<file path="src/clic_pkg.sv">
// Purpose: shared constants and types for the cascaded interrupt controller pair
// Assumes: 8-bit port data, 16-bit I/O addresses, one 100 MHz clock
// Notes:   master owns request inputs 0..7, slave owns 8..15
//
// How it works
// resolver forwards only the single highest-priority request; level 0 ranks first until a rotation.
// a rising request input sets its pending bit; several may set together.
// processor interrupt rises only for unmasked requests outranking every in-service level, or not in service in special mask mode.
// first acknowledge copies the winning pending bit to in-service and clears it.
// second acknowledge delivers the 8-bit handler vector to the processor.
// cascade lines pick master or slave at first acknowledge; only it answers.
// slave interrupt output drives master request input 2.
// init word one restarts init; words two, three (skipped in single mode), optional four follow.
// operation words are accepted only once initialization has finished.
// software writes 04h to master and 02h to slave as init word three.
// master decodes 020h/021h, slave 0A0h/0A1h; even reads pending/in-service, odd mask.
// even port takes init word one and op words two, three; odd takes rest.
// in-service bit holds after acknowledge, blocking equal and lower levels only; in special mask mode it blocks just its own level.
// software sends end-of-service to slave and master for cascaded interrupts.
// non-specific end-of-service clears the highest-priority in-service bit.
// specific end-of-service clears the in-service bit at the given level code.
// in-service bits never clear without an explicit command; no automatic end.
// rotate with non-specific end clears serviced level and makes it lowest.
// rotate-in-automatic-end flag set by 100 code, cleared by 000 code.
// set-priority command makes the given level lowest; next one becomes highest.
// special mask mode blocks only masked levels and levels whose own in-service bit is set.
// op word three enters or leaves special mask mode via change and value bits.
// edge mode acknowledge clears pending; level mode pending follows the input.
// trigger registers at 4D0h and 4D1h select edge or level per input.
// inputs 0 and 2 stay edge; writing ffh to 4D0h reads back 0FAh.
// bit 0 of init word one says whether init word four follows.
// op word three read-select chooses pending or in-service for even reads.
package clic_pkg;

    localparam int IO_ADDR_W = 16;

    // port addresses
    localparam logic [15:0] MASTER_CMD_ADDR  = 16'h0020;
    localparam logic [15:0] MASTER_DATA_ADDR = 16'h0021;
    localparam logic [15:0] SLAVE_CMD_ADDR   = 16'h00a0;
    localparam logic [15:0] SLAVE_DATA_ADDR  = 16'h00a1;
    localparam logic [15:0] TRIG_LO_ADDR     = 16'h04d0;
    localparam logic [15:0] TRIG_HI_ADDR     = 16'h04d1;

    // field positions
    localparam int INIT1_FLAG_BIT   = 4;
    localparam int INIT1_NEED4_BIT  = 0;
    localparam int INIT1_SINGLE_BIT = 1;
    localparam int OP3_SEL_BIT      = 3;
    localparam int OP2_ROT_BIT      = 7;
    localparam int OP2_SEL_BIT      = 6;
    localparam int OP2_END_BIT      = 5;
    localparam int OP3_SMM_CHG_BIT  = 6;
    localparam int OP3_SMM_VAL_BIT  = 5;
    localparam int OP3_RD_CHG_BIT   = 1;
    localparam int OP3_RD_ISR_BIT   = 0;

    // values after reset and fixed codes
    localparam logic [7:0]  MASK_RESET       = 8'hff;
    localparam logic [2:0]  PRIO_LOW_RESET   = 3'h7;
    localparam logic [2:0]  SPURIOUS_LEVEL   = 3'h7;
    localparam logic [15:0] TRIG_WRITE_MASK  = 16'hfffa;
    localparam logic [15:0] TRIG_RESET       = 16'h0000;

    typedef enum logic [2:0] {
        ST_UNINIT,
        ST_W2,
        ST_W3,
        ST_W4,
        ST_READY
    } clic_init_type;

    typedef enum logic [2:0] {
        P_NONE,
        P_MCMD,
        P_MDATA,
        P_SCMD,
        P_SDATA,
        P_TLO,
        P_THI
    } clic_port_type;

    typedef struct packed {
        logic                   wr;
        logic                   rd;
        logic [IO_ADDR_W-1:0]   addr;
        logic [7:0]             wdata;
    } clic_io_req_type;

    typedef struct packed {
        logic [7:0]     pending_request_reg;
        logic [7:0]     in_service_reg;
        logic [7:0]     request_mask_reg;
        logic [7:0]     prev;
        logic [4:0]     vec_base;
        logic [7:0]     casc;
        logic           need_w4;
        logic           single;
        logic [2:0]     prio_low;
        logic           rot_auto;
        logic           special_mask_value;
        logic           read_isr;
        clic_init_type  step;
    } clic_ctrl_type;

    typedef struct packed {
        clic_ctrl_type [1:0] ctrl;
        logic [15:0]         trig;
        logic                ack_phase;
        logic                sel_slave;
        logic [7:0]          vec_hold;
        logic [7:0]          vector;
        logic                vvalid;
        logic [7:0]          rdata;
        logic                rvalid;
    } clic_state_type;

endpackage : clic_pkg

</file>
<file path="src/clic_prio_pick.sv">
// Purpose: rotating priority pick over a request vector
// Assumes: levels rank upward from the level after low_i
// Notes:   purely combinational
module clic_prio_pick
    import clic_pkg::*;
#(
    parameter int LEVELS = 8,
    parameter int LW     = $clog2(LEVELS)
) (
    // request side
    input  wire logic [LEVELS-1:0] req_i,
    input  wire logic [LW-1:0]     low_i,
    // result
    output logic                   found_o,
    output logic [LW-1:0]          level_o
);

    if (LEVELS < 2 || (1 << LW) != LEVELS) begin : g_check
        $error("clic_prio_pick: LEVELS must be a power of two");
    end

    // walk from lowest rank upward so the highest rank is written last
    always_comb begin
        logic [LW-1:0] lvl;
        lvl     = '0;
        found_o = 1'b0;
        level_o = '0;
        for (int i = LEVELS - 1; i >= 0; i--) begin
            lvl = low_i + LW'(1) + LW'(i);
            if (req_i[lvl]) begin
                found_o = 1'b1;
                level_o = lvl;
            end
        end
    end

endmodule // clic_prio_pick

</file>
<file path="src/clic_top.sv">
// Purpose: master/slave interrupt controller pair behind I/O ports
// Assumes: one-cycle strobes for port access and each acknowledge pulse
// Notes:   automatic end-of-service is not offered; commands clear in-service
module clic_top
    import clic_pkg::*;
(
    // clock and reset
    input  wire logic            clk_i,
    input  wire logic            reset_i,
    // port access
    input  wire clic_io_req_type io_req_i,
    output logic [7:0]           io_rdata_o,
    output logic                 io_rvalid_o,
    // interrupt sources
    input  wire logic [15:0]     request_inputs_i,
    // processor side
    input  wire logic            acknowledge_pulse_i,
    output logic                 processor_irq_out_o,
    output logic [7:0]           vector_o,
    output logic                 vector_valid_o
);

    function automatic clic_port_type port_of(input logic [IO_ADDR_W-1:0] a);
        case (a)
            MASTER_CMD_ADDR:  port_of = P_MCMD;
            MASTER_DATA_ADDR: port_of = P_MDATA;
            SLAVE_CMD_ADDR:   port_of = P_SCMD;
            SLAVE_DATA_ADDR:  port_of = P_SDATA;
            TRIG_LO_ADDR:     port_of = P_TLO;
            TRIG_HI_ADDR:     port_of = P_THI;
            default:          port_of = P_NONE;
        endcase
    endfunction

    // rank 0 is the highest priority under the current rotation
    function automatic logic [2:0] rank(input logic [2:0] lvl, input logic [2:0] low);
        rank = lvl - low - 3'd1;
    endfunction

    function automatic logic [7:0] onehot(input logic [2:0] lvl);
        onehot = 8'h01 << lvl;
    endfunction

    clic_state_type      r;
    clic_state_type      n;
    clic_port_type       port;
    logic [1:0][7:0]     in_v;
    logic [1:0][7:0]     level_m;
    logic [1:0][7:0]     cand_req;
    logic [1:0]          cand_found;
    logic [1:0][2:0]     cand_lvl;
    logic [1:0]          isr_found;
    logic [1:0][2:0]     isr_lvl;
    logic [1:0]          irq;

    assign port       = port_of(io_req_i.addr);
    // slave output is the master's level 2 request
    assign in_v[0]    = {request_inputs_i[7:3], irq[1], request_inputs_i[1:0]};
    assign in_v[1]    = request_inputs_i[15:8];
    assign level_m[0] = r.trig[7:0];
    assign level_m[1] = r.trig[15:8];

    for (genvar c = 0; c < 2; c++) begin : g_unit
        // special mask mode drops in-service levels from the candidates and skips the rank gate
        assign cand_req[c] = r.ctrl[c].special_mask_value ? (r.ctrl[c].pending_request_reg & ~r.ctrl[c].request_mask_reg & ~r.ctrl[c].in_service_reg)
                                           : (r.ctrl[c].pending_request_reg & ~r.ctrl[c].request_mask_reg);

        clic_prio_pick #(
            .LEVELS (8)
        ) u_req_pick (
            .req_i   (cand_req[c]),
            .low_i   (r.ctrl[c].prio_low),
            .found_o (cand_found[c]),
            .level_o (cand_lvl[c])
        );

        clic_prio_pick #(
            .LEVELS (8)
        ) u_isr_pick (
            .req_i   (r.ctrl[c].in_service_reg),
            .low_i   (r.ctrl[c].prio_low),
            .found_o (isr_found[c]),
            .level_o (isr_lvl[c])
        );

        // no output until initialization has finished
        assign irq[c] = (r.ctrl[c].step == ST_READY) && cand_found[c]
                        && (r.ctrl[c].special_mask_value || !isr_found[c]
                            || (rank(cand_lvl[c], r.ctrl[c].prio_low)
                                < rank(isr_lvl[c], r.ctrl[c].prio_low)));
    end

    always_comb begin
        clic_ctrl_type   cur;
        clic_ctrl_type   nx;
        logic [7:0]      rise;
        logic [7:0]      isr_clr;
        logic [7:0]      d;
        logic [1:0][7:0] ack_set;
        logic            first;
        logic            second;
        logic            casc_sel;
        logic            even;
        logic            odd;
        logic [2:0]      lcode;
        cur      = '0;
        nx       = '0;
        rise     = '0;
        isr_clr  = '0;
        d        = io_req_i.wdata;
        ack_set  = '0;
        even     = 1'b0;
        odd      = 1'b0;
        lcode    = d[2:0];
        n        = r;
        n.vvalid = 1'b0;
        n.rvalid = 1'b0;

        // acknowledge pair
        first    = acknowledge_pulse_i && !r.ack_phase;
        second   = acknowledge_pulse_i && r.ack_phase;
        casc_sel = irq[0] && r.ctrl[0].casc[cand_lvl[0]]
                   && (r.ctrl[1].casc[2:0] == cand_lvl[0]);
        if (first) begin
            n.ack_phase = 1'b1;
            n.sel_slave = casc_sel;
            if (irq[0]) begin
                ack_set[0] = onehot(cand_lvl[0]);
            end
            if (casc_sel && irq[1]) begin
                ack_set[1] = onehot(cand_lvl[1]);
            end
            // an acknowledge with nothing pending answers the spurious level
            if (casc_sel) begin
                n.vec_hold = {r.ctrl[1].vec_base, irq[1] ? cand_lvl[1] : SPURIOUS_LEVEL};
            end else begin
                n.vec_hold = {r.ctrl[0].vec_base, irq[0] ? cand_lvl[0] : SPURIOUS_LEVEL};
            end
        end
        if (second) begin
            n.ack_phase = 1'b0;
            n.vector    = r.vec_hold;
            n.vvalid    = 1'b1;
        end

        for (int c = 0; c < 2; c++) begin
            cur     = r.ctrl[c];
            nx      = cur;
            isr_clr = '0;
            rise    = in_v[c] & ~cur.prev;
            nx.prev = in_v[c];
            // set wins over acknowledge clear on the same cycle
            nx.pending_request_reg  = (in_v[c] & level_m[c])
                      | (((cur.pending_request_reg & ~ack_set[c]) | rise) & ~level_m[c]);
            even    = io_req_i.wr && (port == (c == 0 ? P_MCMD : P_SCMD));
            odd     = io_req_i.wr && (port == (c == 0 ? P_MDATA : P_SDATA));
            if (even && d[INIT1_FLAG_BIT]) begin
                nx.in_service_reg      = '0;
                nx.request_mask_reg      = '0;
                nx.prio_low = PRIO_LOW_RESET;
                nx.rot_auto = 1'b0;
                nx.special_mask_value      = 1'b0;
                nx.read_isr = 1'b0;
                nx.need_w4  = d[INIT1_NEED4_BIT];
                nx.single   = d[INIT1_SINGLE_BIT];
                nx.step     = ST_W2;
            end else begin
                if (even && cur.step == ST_READY) begin
                    if (d[OP3_SEL_BIT]) begin
                        if (d[OP3_RD_CHG_BIT]) begin
                            nx.read_isr = d[OP3_RD_ISR_BIT];
                        end
                        if (d[OP3_SMM_CHG_BIT]) begin
                            nx.special_mask_value = d[OP3_SMM_VAL_BIT];
                        end
                    end else begin
                        case ({d[OP2_ROT_BIT], d[OP2_SEL_BIT], d[OP2_END_BIT]})
                            3'b001: begin
                                isr_clr = isr_found[c] ? onehot(isr_lvl[c]) : 8'h00;
                            end
                            3'b101: begin
                                isr_clr = isr_found[c] ? onehot(isr_lvl[c]) : 8'h00;
                                if (isr_found[c]) begin
                                    nx.prio_low = isr_lvl[c];
                                end
                            end
                            3'b011: begin
                                isr_clr = onehot(lcode);
                            end
                            3'b111: begin
                                isr_clr     = onehot(lcode);
                                nx.prio_low = lcode;
                            end
                            3'b100: nx.rot_auto = 1'b1;
                            3'b000: nx.rot_auto = 1'b0;
                            3'b110: nx.prio_low = lcode;
                            default: ;
                        endcase
                    end
                end
                if (odd) begin
                    case (cur.step)
                        ST_W2: begin
                            nx.vec_base = d[7:3];
                            nx.step     = cur.single ? (cur.need_w4 ? ST_W4 : ST_READY) : ST_W3;
                        end
                        ST_W3: begin
                            nx.casc = d;
                            nx.step = cur.need_w4 ? ST_W4 : ST_READY;
                        end
                        ST_W4:    nx.step = ST_READY;
                        ST_READY: nx.request_mask_reg  = d;
                        default: ;
                    endcase
                end
                // only commands clear in-service; acknowledge set wins
                nx.in_service_reg = (cur.in_service_reg & ~isr_clr) | ack_set[c];
            end
            n.ctrl[c] = nx;
        end

        // trigger registers keep inputs 0 and 2 in edge mode
        if (io_req_i.wr && port == P_TLO) begin
            n.trig[7:0] = d & TRIG_WRITE_MASK[7:0];
        end
        if (io_req_i.wr && port == P_THI) begin
            n.trig[15:8] = d & TRIG_WRITE_MASK[15:8];
        end

        // reads answer one cycle later; unmapped addresses do not answer
        if (io_req_i.rd) begin
            n.rvalid = (port != P_NONE);
            case (port)
                P_MCMD:  n.rdata = r.ctrl[0].read_isr ? r.ctrl[0].in_service_reg : r.ctrl[0].pending_request_reg;
                P_MDATA: n.rdata = r.ctrl[0].request_mask_reg;
                P_SCMD:  n.rdata = r.ctrl[1].read_isr ? r.ctrl[1].in_service_reg : r.ctrl[1].pending_request_reg;
                P_SDATA: n.rdata = r.ctrl[1].request_mask_reg;
                P_TLO:   n.rdata = r.trig[7:0];
                P_THI:   n.rdata = r.trig[15:8];
                default: n.rdata = 8'h00;
            endcase
        end
    end

    always_ff @(posedge clk_i or posedge reset_i) begin
        if (reset_i) begin
            r <= '0;
            for (int c = 0; c < 2; c++) begin
                r.ctrl[c].request_mask_reg      <= MASK_RESET;
                r.ctrl[c].prio_low <= PRIO_LOW_RESET;
                r.ctrl[c].step     <= ST_UNINIT;
            end
            r.trig <= TRIG_RESET;
        end else begin
            r <= n;
        end
    end

    assign io_rdata_o          = r.rdata;
    assign io_rvalid_o         = r.rvalid;
    assign vector_o            = r.vector;
    assign vector_valid_o      = r.vvalid;
    assign processor_irq_out_o = irq[0];
endmodule // clic_top

</file>
<file path="config.mk">
export PLATFORM = sky130hd
export DESIGN_NAME = clic_top
export DESIGN_NICKNAME = d
export VERILOG_FILES = /design/src/clic_pkg.sv /design/src/clic_prio_pick.sv /design/src/clic_top.sv
export SDC_FILE = /design/constraint.sdc
export NUM_CORES = 1
export LEC_CHECK = 0
export ABC_AREA = 1
export BUFFER_PORTS_ARGS = -buffer_cell sky130_fd_sc_hd__buf_2
export CORE_MARGIN = 5
export CORE_UTILIZATION = 50
export DETAILED_ROUTE_END_ITERATION = 7
export PLACE_DENSITY = 0.74
export SYNTH_ARGS = -nofsm -noshare
export SYNTH_HDL_FRONTEND = slang
export SYNTH_HIERARCHICAL = 1
export SYNTH_SLANG_ARGS = --single-unit
</file>
<file path="constraint.sdc">
create_clock -name clk_i -period 7.4 [get_ports clk_i]
set_input_delay 1.48 -clock clk_i [delete_from_list [all_inputs] [get_ports clk_i]]
set_output_delay 1.48 -clock clk_i [all_outputs]
set_load 0.05 [all_outputs]
</file>
==> results.toml <==
[global_route]
grt_max_degree = 92
grt_first_pass_wirelength_mm = 51.2
antenna_found_initial = 2
grt_usage_pct = 25.9
grt_pass1_vias = 10200
overflow = 0

[die]
die_y_microns = 157
core_area_sq_mm = 0.0216
ios = 64
start_util_pct = 50.2
row_count = 54
dieWidth_microns = 157
die_area_sq_mm = 0.0248

[logic_synthesis]
synth_edf_count = 0
ys_types = 49
avgSynthCellArea_sq_um = 6.56
synth-main-ff-cell = "dfrtp_1"
syn-cell-area_sq_mm = 0.0109
ys_warn_count = 6
synth_cells = 1654
synth.ff_latch_count = 146
synthArstFlopShare_pct = 100
yosysSeqAreaShare_pct = 33.9
syn_nets = 1719

[worst_hold_path]
hold_depth = 1
hold_path_class = "register to register"

[critical_path]
slowest_delay_ps = 580
ff2ff_setup_slack_ps = 1720
end_kind = "primary output"
reg2reg_to = "r[151]"
cp-endpoint = "processor_irq_out_o"
crit_buf_inv = 5
setup.worst_path.start = "r[50]"
cp.depth = 25
worst_path_most_repeated_cell = "nand2_1"
r2r_start = "r[106]"
crit_type = "register to primary output"
cp_max_fo = 13
arrival_ps = 5240
cp-start-kind = "register"
worstPathRequired_ps = 5920
crit_family = "adder cells"
slowest_stage = "dfstp_2"
r2r_cells = 29

[detailed_routing]
post-route-drc-count = 0
ant_nets = 0
drtIter0Drc = 1064
via_per_inst = 5.43
dr.pass1.iters = 6
routed_wl_mm = 31.4
avgRoutedWirePerCell_microns = 15.8
vias = 10800

[clock_network]
cts-root-buf = "clkbuf_16"
post-cts-setup-buffers = 0
cts_resized = 0
hold_buffers = 0
h-tree-depth = 4
cts-buffers-inserted = 17
clkTransAtPathRegs_ps = 60
clk_path_buf_depth = 2
clk-insertion-delay-late_ps = 430
cts_tree = "done"
cts_sinks = 146

[sta]
hold_viol_final = 0
slew-limit-headroom_pct = 33.0
rsz0062_at_grt = "false"
slew_viol_final = 0
clock_skew_ps = 8.34
max_freq_ghz = 0.149
tightest_slew_ps = 1000
setup_viol = 0
tns_ps = 0
fin_crit_ps = 6720
fin_crit_sh_pct = 90.8

[place]
dp_hpwl_mm = 24.1
gp_congestion = 0.981
io_buffers = 62

[cells_and_area]
fillCellCount = 2120
drive_gt1_share_pct = 14.2
fin_util_pct = 54.5
synthToLayoutAreaGrowth_pct = 8.48
nets = 1752

[pwr]
p_leak_nw = 6.24
ir_worst_vdd_uv = 154
p_per_area_mw_per_mm2 = 155

[job]
cap_violations = 0

[run_status]
outcome = "completed"
-- cell type report --
type / instances / area (sq um) / share of cell area [%]
Multi-Input combinational cell: 1228 / 5970 / 50.7
Sequential cell: 146 / 3680 / 31.3
Inverter: 227 / 857 / 7.28
Clock buffer: 20 / 457 / 3.88
Tap cell: 280 / 350 / 2.97
Timing Repair Buffer: 67 / 348 / 2.95
Clock inverter: 12 / 108 / 0.914
Antenna cell: 1 / 2.50 / 0.0212
-- through the flow --
step                      worst slack, ps  total power [mW]  std cells  cell area [sq um]  hold WS [ps]
after floorplan                      1990             0.963       1654              10900           410
after global placement               1270              1.01       1948              11200           415
after detailed placement             1200              1.01       1948              11200           423
after CTS                             714              1.83       1980              11800           437
after global routing                  205              1.89       1981              11800           463
final                                 679              1.83       1981              11800           435
-- Yosys cell counts, types with 11 or more instances --
master	instances	area, sq um
a21oi_1	68	340
buf_4	28	210
clkbuf_1	14	52.6
dfrtp_1	124	3100
dfstp_2	22	578
ha_1	16	200
inv_1	205	769
inv_2	19	71.3
nand2_1	607	2280
nand2_2	49	307
nand2_4	20	225
nand3_1	110	551
nand4_1	11	68.8
nor2_1	105	394
nor3_1	16	80.1
o21ai_0	95	475
o21ai_1	18	90.1
o22ai_1	25	156
-- flip-flops by register name, indices dropped and copies added, names as in the netlist --
name / cells
r: 114
io_rdata_o: 8
level_m: 14
vector_o: 8
io_rvalid_o: 1
vector_valid_o: 1
-- how the worst min path moves through the flow --
stage | slack (ps) | from | end
after CTS | 440 | r[68] | r[92]
after detailed placement | 420 | r[68] | r[92]
final | 440 | r[68] | r[92]
after global routing | 460 | r[70] | r[94]
after global placement | 420 | r[68] | r[92]
after floorplan | 410 | r[68] | r[92]
-- metal layers --
| layer | vias up | part of all wire (%) | wire length, microns | global-route usage (%) |
|---|---|---|---|---|
| met2 | 423 | 47 | 14700 | 42.5 |
| met1 | 4992 | 43 | 13300 | 35.2 |
| met5 | - | 0.041 | 13 | 0 |
| met3 | 61 | 8.2 | 2570 | 4.70 |
| li1 | 5287 | - | - | - |
| met4 | 2 | 2.4 | 762 | 7.78 |
-- report_power, final --
group | internal (mW) | switching [mW]
Clock | 0.480 | 0.349
Sequential | 0.819 | 0.0113
Combinational | 0.0412 | 0.126
Total | 1.34 | 0.486
-- layout by cell type (no fill, tap or decap), types with 5 or more instances in the layout --
cell,netlist,routed
a211oi_1,8,8
a21oi_1,68,68
buf_2,6,62
buf_4,28,5
clkbuf_16,0,17
dfrtp_1,124,124
dfstp_2,22,22
ha_1,16,16
inv_1,205,204
inv_2,19,19
nand2_1,607,607
nand2_2,49,49
nand2_4,20,20
nand3_1,110,110
nand4_1,11,11
nor2_1,105,105
nor2_2,8,8
nor2_4,7,7
nor3_1,16,16
o211ai_1,6,6
o21ai_0,95,95
o21ai_1,18,18
o22ai_1,25,25
xnor2_1,6,6
-- kinds of logic (layout without fill, tap and decap cells) --
logic type | Yosys count | in the layout | synth area share, %
buffers and inverters | 280 | 326 | 11.1
xor gates and xnor gates | 10 | 10 | 0.807
AOI/OAI and AO/OA | 238 | 238 | 12.1
adders and majority gates | 20 | 20 | 2.58
and+or+nand+nor | 956 | 956 | 39.2
DFF | 146 | 146 | 33.9
muxes | 4 | 4 | 0.369
other | 0 | 1 | 0
No activity file was read; power rests on OpenSTA's default activity.
